===== src/shared/flic_pkg.sv =====
package flic_pkg;

    localparam int FLIC_NSRC = 12;
    localparam int FLIC_IDXW = 4;
    localparam int FLIC_LVLW = 2;
    localparam int FLIC_VECW = 16;
    localparam int FLIC_NLVL = 4;

    // Bit of the global mask in the first enable register
    localparam int FLIC_GLOBAL_BIT = 7;

    // Reset values of the controller state
    localparam logic [3:0] FLIC_ISR_RST = 4'h0;
    localparam logic [15:0] FLIC_VEC_RST = 16'h0000;

    // Source index equals polling rank minus one (0 polls first)
    typedef enum logic [3:0] {
        FLIC_SRC_EXT0,
        FLIC_SRC_BROWNOUT,
        FLIC_SRC_WATCHDOG,
        FLIC_SRC_TIMER0,
        FLIC_SRC_TWOWIRE,
        FLIC_SRC_EXT1,
        FLIC_SRC_KEYBOARD,
        FLIC_SRC_COMP1,
        FLIC_SRC_TIMER1,
        FLIC_SRC_COMP2,
        FLIC_SRC_SERIAL,
        FLIC_SRC_TWOWIRE_TMO
    } flic_src_t;

    // Which enable/priority register pair holds the source: 0 first, 1 second
    localparam logic [11:0] FLIC_REG_SEL = 12'had0;

    // Bit position inside that register, by source index
    localparam logic [2:0] FLIC_BIT_POS [FLIC_NSRC] = '{
        3'h0, 3'h5, 3'h6, 3'h1, 3'h0, 3'h2,
        3'h1, 3'h5, 3'h3, 3'h2, 3'h4, 3'h7
    };

    localparam logic [15:0] FLIC_VECTOR [FLIC_NSRC] = '{
        16'h0003, 16'h002b, 16'h0053, 16'h000b, 16'h0033, 16'h0013,
        16'h003b, 16'h0063, 16'h001b, 16'h0043, 16'h0023, 16'h0073
    };

    // Sources able to end power-down
    localparam logic [11:0] FLIC_WAKE_MASK = 12'h2e7;

endpackage : flic_pkg


===== src/shared/flic_arb_if.sv =====
`timescale 1ns/1ps
interface flic_arb_if;
    import flic_pkg::*;

    logic [FLIC_NSRC-1:0] req;
    logic [FLIC_LVLW-1:0] lvl [FLIC_NSRC];
    logic valid;
    logic [FLIC_IDXW-1:0] idx;
    logic [FLIC_LVLW-1:0] win_lvl;

    modport arb (
        input req,
        input lvl,
        output valid,
        output idx,
        output win_lvl
    );

    modport top (
        output req,
        output lvl,
        input valid,
        input idx,
        input win_lvl
    );
endinterface : flic_arb_if


===== src/logic/flic_arbiter.sv =====
`timescale 1ns/1ps
module flic_arbiter import flic_pkg::*; (
    flic_arb_if.arb arb
);
    // Scan from the last rank (index 11) down to index 0 so the best rank at a level wins
    always_comb begin
        arb.valid = 1'b0;
        arb.idx = '0;
        arb.win_lvl = '0;
        for (int i = FLIC_NSRC - 1; i >= 0; i--) begin
            if (arb.req[i] && (!arb.valid || arb.lvl[i] >= arb.win_lvl)) begin
                arb.valid = 1'b1;
                arb.idx = FLIC_IDXW'(i);
                arb.win_lvl = arb.lvl[i];
            end
        end
    end
endmodule : flic_arbiter


===== src/logic/flic_top.sv =====
`timescale 1ns/1ps
// What this block does
// Four priority levels; each source sits at exactly one level.
// Twelve request sources; the two-wire timeout has no visible flag.
// A source with its enable cleared never gets an interrupt taken.
// Cleared global mask in first enable register blocks every source.
// Level comes from high and low priority bits at the enable's position.
// Active routine is preempted only by a strictly higher level.
// A routine at the top level is never interrupted.
// Simultaneous requests of different levels: higher level served first.
// Simultaneous same-level requests resolved by fixed polling order.
// Polling order only breaks ties, never overrides the level.
// Polling ranks ext0, brownout, watchdog, timer0, ... timeout last.
// Each source branches to its own fixed vector address.
// Serial tx and rx done share one request, vector 0023h, bit 4.
// Enable bits placed at fixed positions of the two enable registers.
// Ext, brownout, keyboard, comparators, watchdog may wake power-down.
// Larger two-bit priority value is the higher level; zero at reset.
module flic_top import flic_pkg::*; (
    // Clock and reset
    input wire logic i_clk,
    input wire logic i_reset_n,
    // Enable and priority registers
    input wire logic [7:0] i_irq_enable_first,
    input wire logic [7:0] i_irq_enable_second,
    input wire logic [7:0] i_prio_low_first,
    input wire logic [7:0] i_prio_high_first,
    input wire logic [7:0] i_prio_low_second,
    input wire logic [7:0] i_prio_high_second,
    // Peripheral request flags
    input wire logic i_ext0_request_flag,
    input wire logic i_ext1_request_flag,
    input wire logic i_timer0_overflow_flag,
    input wire logic i_timer1_overflow_flag,
    input wire logic i_serial_tx_done_flag,
    input wire logic i_serial_rx_done_flag,
    input wire logic i_brownout_flag,
    input wire logic i_twowire_attention_flag,
    input wire logic i_keyboard_flag,
    input wire logic i_comparator1_flag,
    input wire logic i_comparator2_flag,
    input wire logic i_watchdog_overflow_flag,
    input wire logic i_twowire_timeout_req,
    // Processor core handshake
    input wire logic i_irq_ack,
    input wire logic i_irq_return,
    output logic o_irq_req,
    output logic [FLIC_VECW-1:0] o_irq_vector,
    output logic [FLIC_IDXW-1:0] o_irq_source,
    output logic [FLIC_LVLW-1:0] o_irq_level,
    output logic [FLIC_NSRC-1:0] o_irq_taken,
    output logic [FLIC_NLVL-1:0] o_in_service,
    // Power-down wakeup
    output logic o_wakeup
);

    logic [FLIC_NSRC-1:0] raw_req;
    logic [FLIC_NSRC-1:0] en_vec;
    logic [FLIC_NSRC-1:0] eff_req;
    logic [FLIC_LVLW-1:0] src_lvl [FLIC_NSRC];
    logic [FLIC_NLVL-1:0] isr_q;
    logic [FLIC_LVLW-1:0] top_lvl;
    logic preempt_ok;
    logic take_now;
    logic req_d;
    logic [FLIC_LVLW-1:0] max_lvl;

    flic_arb_if arb ();

    // Raw requests in polling rank order
    always_comb begin
        raw_req = '0;
        raw_req[FLIC_SRC_EXT0] = i_ext0_request_flag;
        raw_req[FLIC_SRC_BROWNOUT] = i_brownout_flag;
        raw_req[FLIC_SRC_WATCHDOG] = i_watchdog_overflow_flag;
        raw_req[FLIC_SRC_TIMER0] = i_timer0_overflow_flag;
        raw_req[FLIC_SRC_TWOWIRE] = i_twowire_attention_flag;
        raw_req[FLIC_SRC_EXT1] = i_ext1_request_flag;
        raw_req[FLIC_SRC_KEYBOARD] = i_keyboard_flag;
        raw_req[FLIC_SRC_COMP1] = i_comparator1_flag;
        raw_req[FLIC_SRC_TIMER1] = i_timer1_overflow_flag;
        raw_req[FLIC_SRC_COMP2] = i_comparator2_flag;
        // Both serial flags fold into one request
        raw_req[FLIC_SRC_SERIAL] = i_serial_tx_done_flag
                                 | i_serial_rx_done_flag;
        // Timeout request arrives as a bare level, no flag of its own
        raw_req[FLIC_SRC_TWOWIRE_TMO] = i_twowire_timeout_req;
    end

    // Per-source enable and level, picked from the register pair
    always_comb begin
        for (int i = 0; i < FLIC_NSRC; i++) begin
            if (FLIC_REG_SEL[i]) begin
                en_vec[i] = i_irq_enable_second[FLIC_BIT_POS[i]];
                src_lvl[i] = {i_prio_high_second[FLIC_BIT_POS[i]],
                              i_prio_low_second[FLIC_BIT_POS[i]]};
            end else begin
                en_vec[i] = i_irq_enable_first[FLIC_BIT_POS[i]];
                src_lvl[i] = {i_prio_high_first[FLIC_BIT_POS[i]],
                              i_prio_low_first[FLIC_BIT_POS[i]]};
            end
        end
    end

    // Global mask gates every source together
    assign eff_req = (raw_req & en_vec)
                   & {FLIC_NSRC{i_irq_enable_first[FLIC_GLOBAL_BIT]}};

    assign arb.req = eff_req;
    assign arb.lvl = src_lvl;

    flic_arbiter u_arbiter (
        .arb(arb)
    );

    // Highest level now in service
    always_comb begin
        top_lvl = '0;
        for (int l = 0; l < FLIC_NLVL; l++) begin
            if (isr_q[l]) begin
                top_lvl = FLIC_LVLW'(l);
            end
        end
    end

    // Only a strictly higher level may preempt; level 3 blocks everything
    assign preempt_ok = (isr_q == '0) || (arb.win_lvl > top_lvl);
    assign take_now = o_irq_req && i_irq_ack;
    // Request drops the cycle after acceptance so the core cannot take twice
    assign req_d = arb.valid && preempt_ok && !take_now;

    // In-service level stack; a new take wins over a same-cycle return
    always_ff @(posedge i_clk) begin
        if (!i_reset_n) begin
            isr_q <= FLIC_ISR_RST;
        end else begin
            for (int l = 0; l < FLIC_NLVL; l++) begin
                if (take_now && o_irq_level == FLIC_LVLW'(l)) begin
                    isr_q[l] <= 1'b1;
                end else if (i_irq_return && top_lvl == FLIC_LVLW'(l)) begin
                    isr_q[l] <= 1'b0;
                end
            end
        end
    end

    // Request, vector and source to the core
    always_ff @(posedge i_clk) begin
        if (!i_reset_n) begin
            o_irq_req <= 1'b0;
            o_irq_vector <= FLIC_VEC_RST;
            o_irq_source <= '0;
            o_irq_level <= '0;
        end else begin
            o_irq_req <= req_d;
            if (!take_now) begin
                // Hold the accepted vector steady through the acknowledge
                o_irq_vector <= FLIC_VECTOR[arb.idx];
                o_irq_source <= arb.idx;
                o_irq_level <= arb.win_lvl;
            end
        end
    end

    // One-cycle pulse telling the source its request was taken
    always_ff @(posedge i_clk) begin
        if (!i_reset_n) begin
            o_irq_taken <= '0;
        end else begin
            o_irq_taken <= '0;
            if (take_now) begin
                o_irq_taken[o_irq_source] <= 1'b1;
            end
        end
    end

    always_ff @(posedge i_clk) begin
        if (!i_reset_n) begin
            o_in_service <= FLIC_ISR_RST;
        end else begin
            o_in_service <= isr_q;
        end
    end

    // Wakeup ignores the global mask: enable of the source is enough
    always_ff @(posedge i_clk) begin
        if (!i_reset_n) begin
            o_wakeup <= 1'b0;
        end else begin
            o_wakeup <= |(raw_req & en_vec & FLIC_WAKE_MASK);
        end
    end

    // Helper: highest pending level, for checking only
    always_comb begin
        max_lvl = '0;
        for (int i = 0; i < FLIC_NSRC; i++) begin
            if (eff_req[i] && src_lvl[i] > max_lvl) begin
                max_lvl = src_lvl[i];
            end
        end
    end

    a_global_mask: assert property (@(posedge i_clk) disable iff (!i_reset_n)
        !i_irq_enable_first[FLIC_GLOBAL_BIT] |=> !o_irq_req)
        else $error("request raised while global mask cleared");

    a_enable_gate: assert property (@(posedge i_clk) disable iff (!i_reset_n)
        o_irq_req |-> $past(en_vec[arb.idx]) && $past(raw_req[arb.idx]))
        else $error("request raised for a disabled source");

    a_top_level_hold: assert property (@(posedge i_clk) disable iff (!i_reset_n)
        isr_q[3] |=> !o_irq_req)
        else $error("top level routine was interrupted");

    a_strict_preempt: assert property (@(posedge i_clk) disable iff (!i_reset_n)
        o_irq_req && $past(isr_q != 4'h0) |-> o_irq_level > $past(top_lvl))
        else $error("preemption by equal or lower level");

    a_level_first: assert property (@(posedge i_clk) disable iff (!i_reset_n)
        arb.valid |-> arb.win_lvl == max_lvl && eff_req[arb.idx])
        else $error("winner is not at the highest pending level");

    a_rank_tie: assert property (@(posedge i_clk) disable iff (!i_reset_n)
        arb.valid && arb.idx != 4'h0 |->
        (eff_req & ((12'h001 << arb.idx) - 12'h001)) == 12'h000
        || src_lvl[0] != arb.win_lvl || !eff_req[0])
        else $error("rank 1 source lost a same-level tie");

    a_vector_map: assert property (@(posedge i_clk) disable iff (!i_reset_n)
        o_irq_req |-> o_irq_vector == FLIC_VECTOR[o_irq_source])
        else $error("vector does not match source");

    a_take_marks: assert property (@(posedge i_clk) disable iff (!i_reset_n)
        take_now |=> isr_q[$past(o_irq_level)] && !o_irq_req
        && o_irq_taken[$past(o_irq_source)])
        else $error("taken interrupt not marked in service");

    a_wake_source: assert property (@(posedge i_clk) disable iff (!i_reset_n)
        (i_timer0_overflow_flag && !(|(raw_req & en_vec & FLIC_WAKE_MASK)))
        |=> !o_wakeup)
        else $error("non-wake source caused wakeup");

    c_nested: cover property (@(posedge i_clk) disable iff (!i_reset_n)
        take_now && isr_q != 4'h0);
    c_tie: cover property (@(posedge i_clk) disable iff (!i_reset_n)
        arb.valid && $countones(eff_req) > 1);
    c_serial_take: cover property (@(posedge i_clk) disable iff (!i_reset_n)
        take_now && o_irq_source == FLIC_SRC_SERIAL);
    c_wake: cover property (@(posedge i_clk) disable iff (!i_reset_n)
        o_wakeup);

endmodule : flic_top


===== config.mk =====
export PLATFORM = sky130hd
export DESIGN_NAME = flic_top
export DESIGN_NICKNAME = d
export VERILOG_FILES = /design/src/shared/flic_pkg.sv /design/src/shared/flic_arb_if.sv /design/src/logic/flic_arbiter.sv /design/src/logic/flic_top.sv
export SDC_FILE = /design/constraint.sdc
export NUM_CORES = 1
export LEC_CHECK = 0
export ABC_CLOCK_PERIOD_IN_PS = 16600
export BUFFER_PORTS_ARGS = -buffer_cell sky130_fd_sc_hd__buf_2
export CORE_MARGIN = 2
export CORE_UTILIZATION = 35
export DETAILED_ROUTE_END_ITERATION = 8
export PLACE_DENSITY = 0.69
export SLEW_MARGIN = 20
export SYNTH_ARGS = -nofsm -noshare
export SYNTH_HDL_FRONTEND = slang
export SYNTH_SLANG_ARGS = --single-unit
export TNS_END_PERCENT = 10

===== constraint.sdc =====
create_clock -name i_clk -period 16.6 [get_ports i_clk]
set_input_delay 2.49 -clock i_clk [delete_from_list [all_inputs] [get_ports i_clk]]
set_output_delay 2.49 -clock i_clk [all_outputs]
set_load 0.02 [all_outputs]

; After elaboration in Yosys (flattened, before gate mapping)
; Memories as Yosys holds them, arrays and structs flattened. A register that Yosys moved wholly into a read port is not among the register bits.
; Index checks and enable logic that the tools add are counted.
[totals]
regBits = 28
word_cells = 142
mem_bits_ro = 256
mem_count = 1
input_bits = 65
[mem_list]
columns = memory, words, width, read_ports, rd_ports_with_merged_regs, wr, line_no
row1 = (name not given), 16, 16, 1, 1, 0, flic_top.sv:158  ; o_irq_vector <= FLIC_VECTOR[arb.idx];
[op_classes]
order_cmp = 14
n_eq_ne = 6
reduce_logical = 58
mux = 49
n_bitwise = 4
[op_table]
columns = operator, n
row1 = $mux W4, 12
row2 = $mux W2, 14
row3 = $and A12 B12 Y12, 2
row4 = $logic_and A1 B1 Y1, 23
row5 = $ge A2 B2 Y1, 11
row6 = $mux W1, 22
row7 = $logic_not A1 Y1, 14
row8 = $logic_or A1 B1 Y1, 12
row9 = $eq A2 B2 Y1 const B, 4
row10 = $reduce_bool A2 Y1, 4
row11 = $reduce_or A7 Y1, 1
row12 = $lt A4 B5 Y1 const B, 1
row13 = $not A4 Y5, 1
row14 = $demux W1 S4, 1
row15 = $eq A2 B1 Y1 const B, 2
row16 = $ge A4 B1 Y1 const B, 1
row17 = $logic_not A2 Y1, 2
row18 = $logic_not A4 Y1, 1
row19 = $gt A2 B2 Y1, 1
row20 = $reduce_and A2 Y1, 1
row21 = $or A1 B1 Y1, 1

; Depth between registers and ports, before layout
[logic_depth]
depth_word = 52
depth_mapped = 80

; By module
; From an unflattened synthesis, not the netlist that was laid out.
[hier_totals]
cells_unflattened = 338
hier_area_um2 = 2671.3
[modules_own_cells]
columns = module, seq_area_each_um2, area_each_um2, n_inst, cells_per_inst
row1 = flic_top, 660.6, 1458.9, 1, 164
row2 = flic_arbiter, 0.0, 1212.4, 1, 174

; Worst setup path after synthesis
; No wires, ideal clock.
[synth_timing]
kind = input to register
startpoint = in i_twowire_timeout_req
endpoint = reg o_irq_vector[5]
setup_slack_ns = 0.037
t_arrival_ns = 16.442
t_required_ns = 16.480
path_stages = 77
path_cell_list = and2_1 > and3_1 > ha_1 > nand2b_1 > a21oi_1 > a2111oi_0 > or2_2 > ha_1 > nand2b_1 > a221oi_4 > nor2_2 > and2_1 > or2_2 > inv_1 > ha_1 > a221oi_2 > nor2_1 > a21o_1 > [... 41 more ...] > and3_1 > ha_1 > a21oi_1 > a21oi_1 > nor2_1 > a22oi_1 > o21a_1 > ha_1 > nand2b_1 > a21oi_1 > a211oi_4 > or2b_4 > a21oi_2 > inv_1 > ha_1 > or2_1 > a21oi_1 > o31ai_1
[synth_via]
elab_chain_len = 48
word_cells_on_any_way = 81
classes_between = order compare (11) / mux (34) / bitwise (3) / reduce/logical (33)
[synth_rtl]
columns = item, line_no
row1 = from (decl), flic_top.sv:43  ; input wire logic i_twowire_timeout_req,
row2 = $and A12 B12 Y12 *, -
row3 = $and A12 B12 Y12 *, flic_top.sv:107  ; & {FLIC_NSRC{i_irq_enable_first[FLIC_GLOBAL_BIT]}};
row4 = $mux W2 or $mux W1 (tied branches), flic_arbiter.sv:11  ; if (arb.req[i] && (!arb.valid || arb.lvl[i] >= arb.win_lvl)) begin
row5 = $ge A2 B2 Y1 or $logic_not A1 Y1 (tied branches), flic_arbiter.sv:11
row6 = $logic_or A1 B1 Y1, flic_arbiter.sv:11
row7 = $logic_and A1 B1 Y1, flic_arbiter.sv:11
row8 = $mux W2 or $mux W1 (tied branches), flic_arbiter.sv:11
row9 = $ge A2 B2 Y1 or $logic_not A1 Y1 (tied branches), flic_arbiter.sv:11
row10 = [... 33 more ...], -
row11 = $logic_and A1 B1 Y1, flic_arbiter.sv:11
row12 = $mux W2 or $mux W1 (tied branches), flic_arbiter.sv:11
row13 = $ge A2 B2 Y1 or $logic_not A1 Y1 (tied branches), flic_arbiter.sv:11
row14 = $logic_or A1 B1 Y1, flic_arbiter.sv:11
row15 = $logic_and A1 B1 Y1, flic_arbiter.sv:11
row16 = $mux W4 *, flic_arbiter.sv:11
row17 = net arb.idx[1], flic_arb_if.sv:8  ; logic [FLIC_IDXW-1:0] idx;
row18 = $not A4 Y5 (implied by the code) *, flic_top.sv:158
row19 = to (decl), flic_top.sv:48  ; output logic [FLIC_VECW-1:0] o_irq_vector,
; Mark *: on every way through the listed nets, which the timed path passes. The rest lies on a longest branch.
; A chain may end at the register's enable or synchronous reset.

; Worst setup path in the final report
; Ends and elaborated chain as after synthesis.

==> metrics.txt <==
Worst setup SP type=input pin; initial antenna violation count=0; TritonCTS buffer count=5; Synth warnings=0; reg2reg end=o_irq_taken[0]; first-pass GRT wire length=12,800 microns; Async SR Flop Fraction=0%; fin. max-slew vios=0; worst slack at placement=-0.710 ns; Yosys top cell by area=dfxtp_1; crit path from=i_twowire_timeout_req; Fin Clk Skew=0.00312 ns; synth-to-layout area growth=49.2%; most common cell after layout, fill and taps aside=buf_2; leak pwr=2.04 nW; residual DRC count=0; CTS root buf=clkbuf_8; commonest cells after routing, fill and taps aside=buf_2 (83), buf_4 (66), dfxtp_1 (33), nor2_1 (31), nand2_1 (30); core area=7770 sq um; design area=4220 sq um; crit-path max FO=6; Max Clock Freq=62.3 MHz; worst reg2reg path startpoint=o_irq_req; CP max stage delay=0.42 ns; CTS Buffer Depth=2; GRT Overall Usage=17.8%; Worst Path Required=16.77 ns; clock period minus worst slack=16.05 ns; CP Class=input pin to flip-flop; worst setup margin=0.549 ns; number of flops mapped to enable cells by yosys=0; WL final=8080 microns; FP Rows=32; Post-Syn Area=2830 sq um; largest net degree at the start of global routing=16; clock-pin slew on the worst setup and hold paths=0.06 ns; register area share after synthesis=23.4%; max cap viols=0; WHS Path Cells=2; initial core utilization=36.4%; Fin. Hold Viols=0; DR iter-0 viols=126; status=finished clean; I/O Pins=105; Slowest-stage cell, CP=or3_4; most frequent CP cell=ha_1; share of the synthesized area in the top cell type=23.4%; cts hold-fix bufs=0; number of synthesized register bits=33; routed via count=3,080; die footprint=8810 sq um; clock sink count=33; later-pin clock latency in the skew report=0.28 ns; antenna diode count=0; Peak VDD IR=0.0341 mV; WHS=0.484 ns; Placed Area=3720 sq um; Min-Delay Endpoint=o_irq_vector[1]; ANT nets after route=0; Pre-antenna DRT Iters=4; # fillers=724; die width=93.9 microns; Die H=93.9 microns; Worst Hold Launch=o_irq_vector[1]; Detailed Place HPWL=6210 microns; Setup crit end kind=flip-flop; H-tree depth=2; worst r2r path cells=4; syn avg cell area=8.20 sq um; reg-to-reg slack, setup=14.99 ns; total negative slack=0 ns; endpoints failing setup=0; Power Total=0.283 mW; wire per inst=13.5 microns; worst hold path class=flip-flop to flip-flop; nets=587; gpl congestion=0.881; port bufs=83; total gr overflow=0; Top FF cell, synth=dfxtp_1; post-synth cell types=75; number of global-route vias before repair=2,840; Max-slew headroom=61.3%; Critical Path AT=16.22 ns; CTS tree=done; layout cells sized above 1=47.9%; largest cells by area after synthesis=dfxtp_1 (23%), ha_1 (12%), nor2_1 (4.8%), nand2_1 (4.1%), nand2b_1 (3.3%); Cell Pwr Density=67.1 nW/um^2; worst slew pin tran=0.581 ns; Syn Inst Count=345; Vias per Instance=5.14; fin crit share=96.7%
==> cell usage after synthesis, types with 4 or more instances <==
| cell | n |
|---|---|
| a211oi_1 | 4 |
| a21o_1 | 10 |
| a21oi_1 | 18 |
| a22oi_1 | 7 |
| and2_1 | 8 |
| and3_1 | 5 |
| buf_4 | 12 |
| clkbuf_1 | 5 |
| dfxtp_1 | 33 |
| ha_1 | 26 |
| inv_1 | 21 |
| mux2i_1 | 5 |
| nand2_1 | 31 |
| nand2b_1 | 15 |
| nand3_1 | 14 |
| nor2_1 | 36 |
| nor3_1 | 5 |
| o21ai_0 | 11 |
==> through the flow <==
| step | utilization [%] | cells |
|---|---|---|
| after floorplan | - | 354 |
| after global placement | 47.8 | 578 |
| after detailed placement | 47.8 | 578 |
| after CTS | 49.6 | 587 |
| after global routing | 54.3 | 599 |
| final | 54.3 | 599 |
==> worst max-delay path by stage <==
stage	depth (start not counted)	slack, ns	endpoint
6_report	78	0.55	o_irq_vector[5]
5_1_grt	78	-0.10	o_irq_vector[5]
2_1_floorplan	77	0.04	o_irq_vector[5]
3_3_place_gp	79	-0.25	o_irq_vector[5]
3_5_place_dp	81	-0.71	o_irq_vector[5]
4_1_cts	81	0.02	o_irq_vector[5]
==> critical path: cells and delay by family <==
kind                       cells  cell delay [ns]
and+or+nand+nor               25             3.97
adders and majority gates     12             3.13
buffers and inverters          5             0.41
AOI/OAI and AO/OA             34             5.70
muxes                          2             0.53
==> kinds of logic after synthesis <==
family / share of synthesized area, %
mux: 2.17
flops: 23.4
compound gates: 30.8
buf+inv: 6.64
other cells: 0.133
simple gates: 25.4
fa+ha+maj: 11.5
==> layer usage <==
metal / vias to the layer above / share of wire (%) / wire (microns) / global-route usage [%]
li1: 1547 / - / - / -
met1: 1410 / 44 / 3550 / 22.5
met2: 108 / 48 / 3920 / 30.2
met3: 15 / 6.0 / 485 / 3.45
met4: 0 / 1.6 / 131 / 6.16
met5: - / 0 / 0 / 0
==> flip-flops by register name, summed over array words and instances, names as in the netlist <==
signal        flops
o_irq_level       2
isr_q             4
o_irq_source      4
o_wakeup          1
o_in_service      4
o_irq_vector      5
o_irq_taken      12
o_irq_req         1
==> what timing repair did <==
action	4_1_cts	5_1_grt
resized for setup	10	56
endpoints found under the setup margin	8	11
setup buffers	1	12
pin swaps	0	36
==> report_power, final <==
part,total (mW),internal [mW],switching [mW]
clock,0.0573,0.0288,0.0284
combinational,0.137,0.0672,0.0703
sequential,0.0884,0.0842,0.00423
total,0.283,0.180,0.103
==> area by class of cell <==
class | count | area (sq um) | share of cell area [%]
Sequential cell | 33 | 661 | 15.7
Clock buffer | 5 | 68.8 | 1.63
Tap cell | 102 | 128 | 3.02
Clock inverter | 3 | 17.5 | 0.415
Inverter | 21 | 78.8 | 1.87
Multi-Input combinational cell | 283 | 2320 | 55.0
Timing Repair Buffer | 152 | 945 | 22.4
Power figures use the tool's default switching activity.
